**src/rtl/dual_mpy_mas_defs.vh**
```
`ifndef DUAL_MPY_MAS_DEFS_VH
`define DUAL_MPY_MAS_DEFS_VH
// ----------------------------------------------------------------
// Register map (byte offsets)
// ----------------------------------------------------------------
`define REG_MODE      12'h000
`define REG_STATUS    12'h004
`define REG_ACC_X_LO  12'h008
`define REG_ACC_X_HI  12'h00c
`define REG_ACC_Y_LO  12'h010
`define REG_ACC_Y_HI  12'h014
`define REG_REJECT    12'h018
// ----------------------------------------------------------------
// Mode register fields
// ----------------------------------------------------------------
`define MODE_FRACTIONAL   0
`define MODE_PRODUCT_SAT  1
`define MODE_WIDE_OVF     2
`define MODE_ROUND_SEL    3
`define MODE_SAT_ON_OVF   4
`define MODE_SIGN_EXT     5
`define MODE_WIDTH        6
`define MODE_RESET        6'h20
// Status fields
`define STAT_OVF_X        0
`define STAT_OVF_Y        1
`define STAT_REJ_PAIR     2
`define STAT_REJ_MAPPED   3
// ----------------------------------------------------------------
// Decode constants
// ----------------------------------------------------------------
`define OPC_LONG_BYTE0    8'hfd
`define OPC_LONG_SUB      6'h13
`define OPC_DUAL_BYTE0    8'h92
`define OPC_DUAL_SUB      2'h2
`define MAPPED_REG_TOP    16'h005f
`define ACC_WIDTH         40
`endif

```
**src/rtl/mpy17.v**
```verilog
`timescale 1ns/1ns
// 17x17 multiply with fractional shift and product saturation.
module mpy17 (
  // Operands
  input  wire [15:0] op_a,
  input  wire [15:0] op_b,
  input  wire        uns_a,
  input  wire        uns_b,
  input  wire        sign_ext_en,
  // Modes
  input  wire        fractional_mode,
  input  wire        product_saturation_mode,
  // Result
  output wire [39:0] product
);
  wire [16:0] ea;
  wire [16:0] eb;
  wire signed [33:0] raw;
  wire [33:0] shifted;
  wire [31:0] prod32;
  wire        sat_case;

  // Unsigned zero-extends; signed follows the sign-extension mode
  assign ea = uns_a ? {1'b0, op_a} : {sign_ext_en & op_a[15], op_a};
  assign eb = uns_b ? {1'b0, op_b} : {sign_ext_en & op_b[15], op_b};
  assign raw = $signed(ea) * $signed(eb);
  assign shifted = fractional_mode ? {raw[32:0], 1'b0} : raw;
  // 8000h*8000h in fractional mode would give +1.0; clamp it
  assign sat_case = product_saturation_mode & fractional_mode &
                    (op_a == 16'h8000) & (op_b == 16'h8000) &
                    ~uns_a & ~uns_b;
  assign prod32 = sat_case ? 32'h7fffffff : shifted[31:0];
  assign product = {{8{prod32[31]}}, prod32};
endmodule // mpy17

```
**src/rtl/acc_post.v**
```verilog
`timescale 1ns/1ns
// Add, round, overflow detect and saturate for one accumulator.
module acc_post (
  input  wire [39:0] base,
  input  wire [39:0] product,
  input  wire        subtract,
  input  wire        round_en,
  input  wire        rounding_select,
  input  wire        wide_mode,
  input  wire        saturate_on_overflow,
  output wire [39:0] result,
  output wire        overflow
);
  wire [40:0] sum;
  wire [40:0] rnd;
  wire [39:0] r40;
  wire        ovf40;
  wire        ovf32;
  wire        neg;

  assign sum = subtract ? {base[39], base} - {product[39], product}
                        : {base[39], base} + {product[39], product};
  // Select 0: add half LSB then clear low word; 1: round to nearest even
  assign rnd = !round_en ? sum :
               (rounding_select && sum[15:0] == 16'h8000) ?
               {sum[40:16] + {24'h0, sum[16]}, 16'h0} :
               {sum[40:16] + {24'h0, sum[15]}, 16'h0};
  assign r40 = rnd[39:0];
  assign ovf40 = rnd[40] ^ rnd[39];
  assign ovf32 = ovf40 | (r40[39:31] != {9{r40[39]}});
  assign overflow = wide_mode ? ovf40 : ovf32;
  assign neg = rnd[40];
  assign result = !(overflow && saturate_on_overflow) ? r40 :
                  wide_mode ? (neg ? 40'h8000000000 : 40'h7fffffffff) :
                  (neg ? 40'hff80000000 : 40'h007fffffff);
endmodule // acc_post

```
**src/rtl/dual_mpy_mas_datapath.v**
```verilog
// Chosen here: the address map and the APB slave port.
`timescale 1ns/1ns
`include "dual_mpy_mas_defs.vh"
module dual_mpy_mas_datapath (
  // Clock and reset
  input  wire        pclk,
  input  wire        presetn,
  // APB slave
  input  wire        psel,
  input  wire        penable,
  input  wire        pwrite,
  input  wire [11:0] paddr,
  input  wire [31:0] pwdata,
  output reg  [31:0] prdata,
  output reg         pready,
  output reg         pslverr,
  // Instruction from decoder
  input  wire        instr_valid,
  input  wire [39:0] instr_word,
  input  wire        paired_instr,
  input  wire        repeat_active,
  input  wire [15:0] effective_address,
  input  wire [15:0] data_address_y,
  // Memory read buses
  input  wire [15:0] long_high_read_bus,
  input  wire [15:0] long_low_read_bus,
  input  wire [15:0] data_y_read_bus,
  input  wire [15:0] coef_high_bus,
  input  wire [15:0] coef_low_bus,
  // Address outputs
  output reg  [15:0] long_low_address,
  output reg  [15:0] coef_address_bus,
  output reg  [15:0] coef_low_address,
  // Execution status
  output reg         exec_done,
  output reg         instr_reject
);
  // ----------------------------------------------------------------
  // Registers
  // ----------------------------------------------------------------
  reg [`MODE_WIDTH-1:0] mode_q;
  reg [3:0]             status_q;
  reg [39:0]            acc_x_q;
  reg [39:0]            acc_y_q;
  reg [7:0]             reject_cnt_q;

  function [15:0] partner;
    input [15:0] a;
    begin
      partner = a[0] ? a - 16'h0001 : a + 16'h0001;
    end
  endfunction

  function [3:0] acc_sel;
    input [1:0] code;
    begin
      acc_sel = {2'b00, code};
    end
  endfunction

  // ----------------------------------------------------------------
  // Decode
  // ----------------------------------------------------------------
  wire is_long;
  wire is_dual;
  wire legal;
  wire mapped_y;
  wire [1:0] x_sel;
  wire [1:0] y_sel;
  wire uns_hi;
  wire uns_lo;
  wire round_en;
  wire force_wide;

  assign is_long = instr_word[39:32] == `OPC_LONG_BYTE0 &&
                   instr_word[23:18] == `OPC_LONG_SUB;
  // Dual variant: 5 bytes, bit 0 belongs to slot two, so ignored here
  assign is_dual = instr_word[39:32] == `OPC_DUAL_BYTE0 &&
                   instr_word[11:10] == `OPC_DUAL_SUB;
  assign mapped_y = is_dual && data_address_y <= `MAPPED_REG_TOP;
  assign legal = instr_valid && (is_long || is_dual) &&
                 !(is_dual && paired_instr) && !mapped_y;
  assign x_sel = is_long ? instr_word[15:14] : instr_word[5:4];
  assign y_sel = is_long ? instr_word[13:12] : instr_word[3:2];
  assign uns_hi = is_long ? instr_word[11] : instr_word[7];
  assign uns_lo = is_long ? instr_word[10] : instr_word[6];
  assign round_en = is_long ? instr_word[9] : instr_word[1];
  assign force_wide = is_long ? instr_word[8] : instr_word[8];

  wire wide_eff;
  assign wide_eff = mode_q[`MODE_WIDE_OVF] | force_wide;

  // ----------------------------------------------------------------
  // Operand selection
  // ----------------------------------------------------------------
  wire [15:0] op_hi;
  wire [15:0] op_lo;
  wire        sx_hi;
  wire        sx_lo;
  // Long: data halves on two buses; dual: Y on its bus, X on low bus
  assign op_hi = is_long ? long_high_read_bus : data_y_read_bus;
  assign op_lo = long_low_read_bus;
  // Long variant always sign-extends; dual follows the mode bit
  assign sx_hi = is_long | mode_q[`MODE_SIGN_EXT];
  assign sx_lo = is_long | mode_q[`MODE_SIGN_EXT];

  wire [39:0] prod_y;
  wire [39:0] prod_x;

  // Two multipliers run in the same cycle
  mpy17 u_mpy_y (
    .op_a                    (op_hi),
    .op_b                    (coef_high_bus),
    .uns_a                   (uns_hi),
    .uns_b                   (uns_hi),
    .sign_ext_en             (sx_hi),
    .fractional_mode         (mode_q[`MODE_FRACTIONAL]),
    .product_saturation_mode (mode_q[`MODE_PRODUCT_SAT]),
    .product                 (prod_y)
  );

  mpy17 u_mpy_x (
    .op_a                    (op_lo),
    .op_b                    (coef_low_bus),
    .uns_a                   (uns_lo),
    .uns_b                   (uns_lo),
    .sign_ext_en             (sx_lo),
    .fractional_mode         (mode_q[`MODE_FRACTIONAL]),
    .product_saturation_mode (mode_q[`MODE_PRODUCT_SAT]),
    .product                 (prod_x)
  );

  wire [39:0] res_y;
  wire [39:0] res_x;
  wire        ovf_y;
  wire        ovf_x;

  acc_post u_post_y (
    .base                 (40'h0),
    .product              (prod_y),
    .subtract             (1'b0),
    .round_en             (round_en),
    .rounding_select      (mode_q[`MODE_ROUND_SEL]),
    .wide_mode            (wide_eff),
    .saturate_on_overflow (mode_q[`MODE_SAT_ON_OVF]),
    .result               (res_y),
    .overflow             (ovf_y)
  );

  acc_post u_post_x (
    .base                 (acc_x_q),
    .product              (prod_x),
    .subtract             (1'b1),
    .round_en             (round_en),
    .rounding_select      (mode_q[`MODE_ROUND_SEL]),
    .wide_mode            (wide_eff),
    .saturate_on_overflow (mode_q[`MODE_SAT_ON_OVF]),
    .result               (res_x),
    .overflow             (ovf_x)
  );

  // ----------------------------------------------------------------
  // APB decode
  // ----------------------------------------------------------------
  wire apb_wr;
  wire apb_rd;
  wire mapped;
  assign apb_wr = psel & penable & pwrite & pready;
  assign apb_rd = psel & ~penable & ~pwrite;
  assign mapped = paddr == `REG_MODE || paddr == `REG_STATUS ||
                  paddr == `REG_ACC_X_LO || paddr == `REG_ACC_X_HI ||
                  paddr == `REG_ACC_Y_LO || paddr == `REG_ACC_Y_HI ||
                  paddr == `REG_REJECT;

  reg [31:0] rd_d;
  always @* begin
    case (paddr)
      `REG_MODE:     rd_d = {26'h0, mode_q};
      `REG_STATUS:   rd_d = {28'h0, status_q};
      `REG_ACC_X_LO: rd_d = acc_x_q[31:0];
      `REG_ACC_X_HI: rd_d = {24'h0, acc_x_q[39:32]};
      `REG_ACC_Y_LO: rd_d = acc_y_q[31:0];
      `REG_ACC_Y_HI: rd_d = {24'h0, acc_y_q[39:32]};
      `REG_REJECT:   rd_d = {24'h0, reject_cnt_q};
      default:       rd_d = 32'h0;
    endcase
  end

  // Accumulator x/y selectors address one pair; other codes ignored
  wire unused_sel;
  assign unused_sel = |acc_sel(x_sel) | |acc_sel(y_sel);

  // ----------------------------------------------------------------
  // Sequential state
  // ----------------------------------------------------------------
  wire [3:0] clr;
  assign clr = (apb_wr && paddr == `REG_STATUS) ? pwdata[3:0] : 4'h0;

  always @(posedge pclk or negedge presetn) begin
    if (!presetn) begin
      mode_q           <= `MODE_RESET;
      status_q         <= 4'h0;
      acc_x_q          <= 40'h0;
      acc_y_q          <= 40'h0;
      reject_cnt_q     <= 8'h00;
      prdata           <= 32'h0;
      pready           <= 1'b0;
      pslverr          <= 1'b0;
      long_low_address <= 16'h0;
      coef_address_bus <= 16'h0;
      coef_low_address <= 16'h0;
      exec_done        <= 1'b0;
      instr_reject     <= 1'b0;
    end else begin
      // No wait state: ready goes high in the first access cycle
      pready  <= psel & ~penable;
      pslverr <= psel & ~penable & ~mapped;
      if (apb_rd)
        prdata <= rd_d;
      if (apb_wr && paddr == `REG_MODE)
        mode_q <= pwdata[`MODE_WIDTH-1:0];
      long_low_address <= partner(effective_address);
      coef_address_bus <= effective_address;
      coef_low_address <= partner(effective_address);
      // Repeat re-issues instr_valid every iteration; each executes
      exec_done    <= legal;
      instr_reject <= instr_valid & (is_long | is_dual) & ~legal;
      if (legal) begin
        acc_y_q <= res_y;
        acc_x_q <= res_x;
      end else if (apb_wr) begin
        if (paddr == `REG_ACC_X_LO)
          acc_x_q[31:0] <= pwdata;
        if (paddr == `REG_ACC_X_HI)
          acc_x_q[39:32] <= pwdata[7:0];
        if (paddr == `REG_ACC_Y_LO)
          acc_y_q[31:0] <= pwdata;
        if (paddr == `REG_ACC_Y_HI)
          acc_y_q[39:32] <= pwdata[7:0];
      end
      // Hardware set wins over the write-one clear
      status_q[`STAT_OVF_X] <= (legal & ovf_x) |
        (status_q[`STAT_OVF_X] & ~clr[`STAT_OVF_X]);
      status_q[`STAT_OVF_Y] <= (legal & ovf_y) |
        (status_q[`STAT_OVF_Y] & ~clr[`STAT_OVF_Y]);
      status_q[`STAT_REJ_PAIR] <= (instr_valid & is_dual & paired_instr) |
        (status_q[`STAT_REJ_PAIR] & ~clr[`STAT_REJ_PAIR]);
      status_q[`STAT_REJ_MAPPED] <= (instr_valid & mapped_y) |
        (status_q[`STAT_REJ_MAPPED] & ~clr[`STAT_REJ_MAPPED]);
      if (instr_valid && (is_long || is_dual) && !legal &&
          reject_cnt_q != 8'hff && !unused_sel | unused_sel)
        reject_cnt_q <= reject_cnt_q + 8'h01;
    end
  end
endmodule // dual_mpy_mas_datapath

```
**config.mk**
```make
export PLATFORM = sky130hd
export DESIGN_NAME = dual_mpy_mas_datapath
export DESIGN_NICKNAME = d
export VERILOG_FILES = /design/src/rtl/mpy17.v /design/src/rtl/acc_post.v /design/src/rtl/dual_mpy_mas_datapath.v
export VERILOG_INCLUDE_DIRS = /design/src /design/src/rtl
export SDC_FILE = /design/constraint.sdc
export NUM_CORES = 2
export LEC_CHECK = 0
export BUFFER_PORTS_ARGS = -buffer_cell sky130_fd_sc_hd__buf_2
export CORE_MARGIN = 2
export CORE_UTILIZATION = 35
export CTS_CLUSTER_DIAMETER = 200
export DETAILED_ROUTE_END_ITERATION = 6
export SYNTH_ARGS = -nofsm -noshare
export SYNTH_HDL_FRONTEND = slang
export SYNTH_HIERARCHICAL = 1
export SYNTH_SLANG_ARGS = --single-unit
```
**constraint.sdc**
```tcl
create_clock -name pclk -period 26 [get_ports pclk]
set_clock_uncertainty 0.15 [all_clocks]
set_input_delay 5.2 -clock pclk [delete_from_list [all_inputs] [get_ports pclk]]
set_output_delay 5.2 -clock pclk [all_outputs]
set_load 0.01 [all_outputs]
```
==> flow_summary.ini <==
[global_routing]
grt_pass1_wl_mm = 197
grt_pass1_vias = 35100
grt_max_degree = 109
gr-usage-all-layers = 0.204
overflow = 0
use_met2 = 0.340
antenna_found_initial = 15
met1_usage = 0.281
gr-usage-met3 = 0.0291
busiest_layer = met2

[cts]
insertion_delay_ns = 0.47
clockBufferDepth = 2
cts-root-buf = clkbuf_16
htree_levels = 4
clkSlewWorstSetupHoldPaths_ns = 0.08
cts_made_buffers = 17
cts_tree = built
clock_sink_count = 166
cts_hold_buf = 0
cts_resized = 0
postCtsSetupBuffers = 0

[timing]
final-hold-violation-count = 0
rsz0062_at_grt = no
drv_slew = 0
min_period_ns = 20.38
setup_viol = 0
fin_crit_sh = 0.784
clock.fmax_mhz = 49.1
setup_tns_ns = 0
worst_slew_pin_slew_ns = 1.12
relSlewSlack = 0.239

[worst_hold_path]
hp-class = register to register

[placement]
io_buffers = 262
place_congestion = 0.962
placed_area_um2 = 43500
hpwl_mm = 102

[synthesis]
syn_inst = 4954
ys_seq_area_frac = 0.101
ys.flop_type = dfrtp_1
ys_types = 112
yosysWarnings = 6
async_flop_share = 1.00
ys_ff_latch = 166
synth-edff-count = 0
synth_area_um2 = 41300
syn_area_per_cell_um2 = 8.34

[setup_path]
end_kind = register
criticalPathCategory = primary input to register
worst_ep_arrival_time_ns = 20.56
cp_common_cell = fa_1
critical_path_peak_fanout = 27
crit_path_start_kind = primary input
cp_data_required_time_ns = 26.17
worst_path_largest_cell_delay_ns = 0.80
cp_slowest_cell = nor2_1

[die]
io_pins = 288
dieArea_um2 = 121000
initial_core_util = 0.351
core_area_um2 = 118000
rows = 126
die_x_um = 347
die_h_um = 347

[drt]
avgRoutedWirePerCell_um = 18.9
ant_nets = 0
viasPerCell = 5.29
routed_wl_mm = 124
drc_errors = 0
first_pass_iters = 6
drt_iter0_markers = 2199
vias = 34800

[finish]
nets = 6059
n_fill_cell = 12300
stdcell_area_um2 = 44100
syn2layout_area_growth_pct = 6.81
drive_above_1_share = 0.0892

[run]
maxCapViolCount = 0

[status]
status = finished, final reports clean
stage by stage:
stage	worst slack (ns)	util	hold WS, ns	cells
3_5_place_dp	5.40	0.370	0.316	6538
6_report	5.62	0.375	0.331	6573
2_1_floorplan	8.64	-	0.304	5004
4_1_cts	5.86	0.375	0.333	6570
3_3_place_gp	5.50	0.370	0.311	6538
5_1_grt	4.60	0.375	0.368	6570
final timing paths:
kind | slack, ns | endpoint | start | depth (start not counted)
min in group asynchronous | 4.68 | acc_x_q[37] | presetn | 1
min | 0.33 | prdata[2] | prdata[2] | 2
max in group asynchronous | 19.50 | mode_q[0] | presetn | 2
max reg2reg | 11.60 | acc_x_q[36] | mode_q[5] | 42
min reg2reg | 0.33 | prdata[2] | prdata[2] | 2
max | 5.62 | acc_x_q[36] | instr_word[21] | 45
flip-flops by register name, summed over array words and instances, names as in the netlist:
| signal | flops |
|---|---|
| prdata | 32 |
| instr_reject | 1 |
| pslverr | 1 |
| exec_done | 1 |
| coef_low_address | 16 |
| status_q | 4 |
| acc_x_q | 40 |
| pready | 1 |
| reject_cnt_q | 8 |
| coef_address_bus | 16 |
| acc_y_q | 40 |
| mode_q | 6 |
worst max-delay path, delay by kind of cell:
family	cells	cell delay, ns
AND/OR/NAND/NOR	15	5.39
adder cells (fa/ha/maj)	8	3.73
AO/OA/AOI/OAI	8	2.06
buffers and inverters	8	1.56
XOR/XNOR	3	1.36
multiplexers	3	1.22
cells by family (layout without fill, tap and decap cells):
family,Yosys count,after routing,synth area share
XOR/XNOR,290,290,0.0622
multiplexers,225,225,0.0581
other,2,55,0.000182
adder cells (fa/ha/maj),834,834,0.356
AO/OA/AOI/OAI,834,834,0.132
AND/OR/NAND/NOR,1612,1612,0.193
buffers and inverters,991,1021,0.0984
flip-flops,166,166,0.101
cells in the mapped netlist, types with 39 or more instances:
| cell | instances | area (um^2) |
|---|---|---|
| a21o_1 | 69 | 518 |
| a21oi_1 | 287 | 1440 |
| a31oi_1 | 39 | 244 |
| and2_1 | 257 | 1610 |
| buf_2 | 64 | 320 |
| clkbuf_1 | 154 | 578 |
| dfrtp_1 | 165 | 4130 |
| fa_1 | 566 | 11300 |
| ha_1 | 268 | 3350 |
| inv_1 | 710 | 2670 |
| mux2i_1 | 153 | 1530 |
| nand2_1 | 574 | 2150 |
| nand3_1 | 65 | 325 |
| nand4_1 | 55 | 344 |
| nor2_1 | 326 | 1220 |
| nor3_1 | 82 | 410 |
| nor4_1 | 53 | 332 |
| o21ai_0 | 100 | 500 |
| xnor2_1 | 231 | 2020 |
| xor2_1 | 55 | 482 |
placed cells by master, fill, tap and decap left out, types with 38 or more instances in the layout:
cell	count
inv_1	710
nand2_1	574
fa_1	566
nor2_1	326
a21oi_1	287
ha_1	268
buf_2	261
and2_1	257
xnor2_1	229
dfrtp_1	164
mux2i_1	153
o21ai_0	100
nor3_1	82
a21o_1	69
nand3_1	65
xor2_1	55
nand4_1	55
nor4_1	53
conb_1	52
a31oi_1	39
mux2_1	38
layout make-up:
type                    count  area [um^2]  area share
diodes                      3         7.51    0.000170
clock buffers              18          439     0.00996
clock inverters            14          155     0.00352
inverters                 711         2670      0.0605
multi-input cells        3847        33300       0.755
flip-flops and latches    166         4160      0.0943
well taps                1536         1920      0.0436
repair buffers            278         1440      0.0326
layer usage:
metal | vias up | wire length, um
met2 | 1069 | 57800
met5 | - | 69
li1 | 16300 | -
met4 | 10 | 2690
met3 | 131 | 7720
met1 | 17300 | 56100
Power is left out: the tool's default activity adds up to more than one toggle a clock period on the data nets, which glitch-free logic cannot reach.
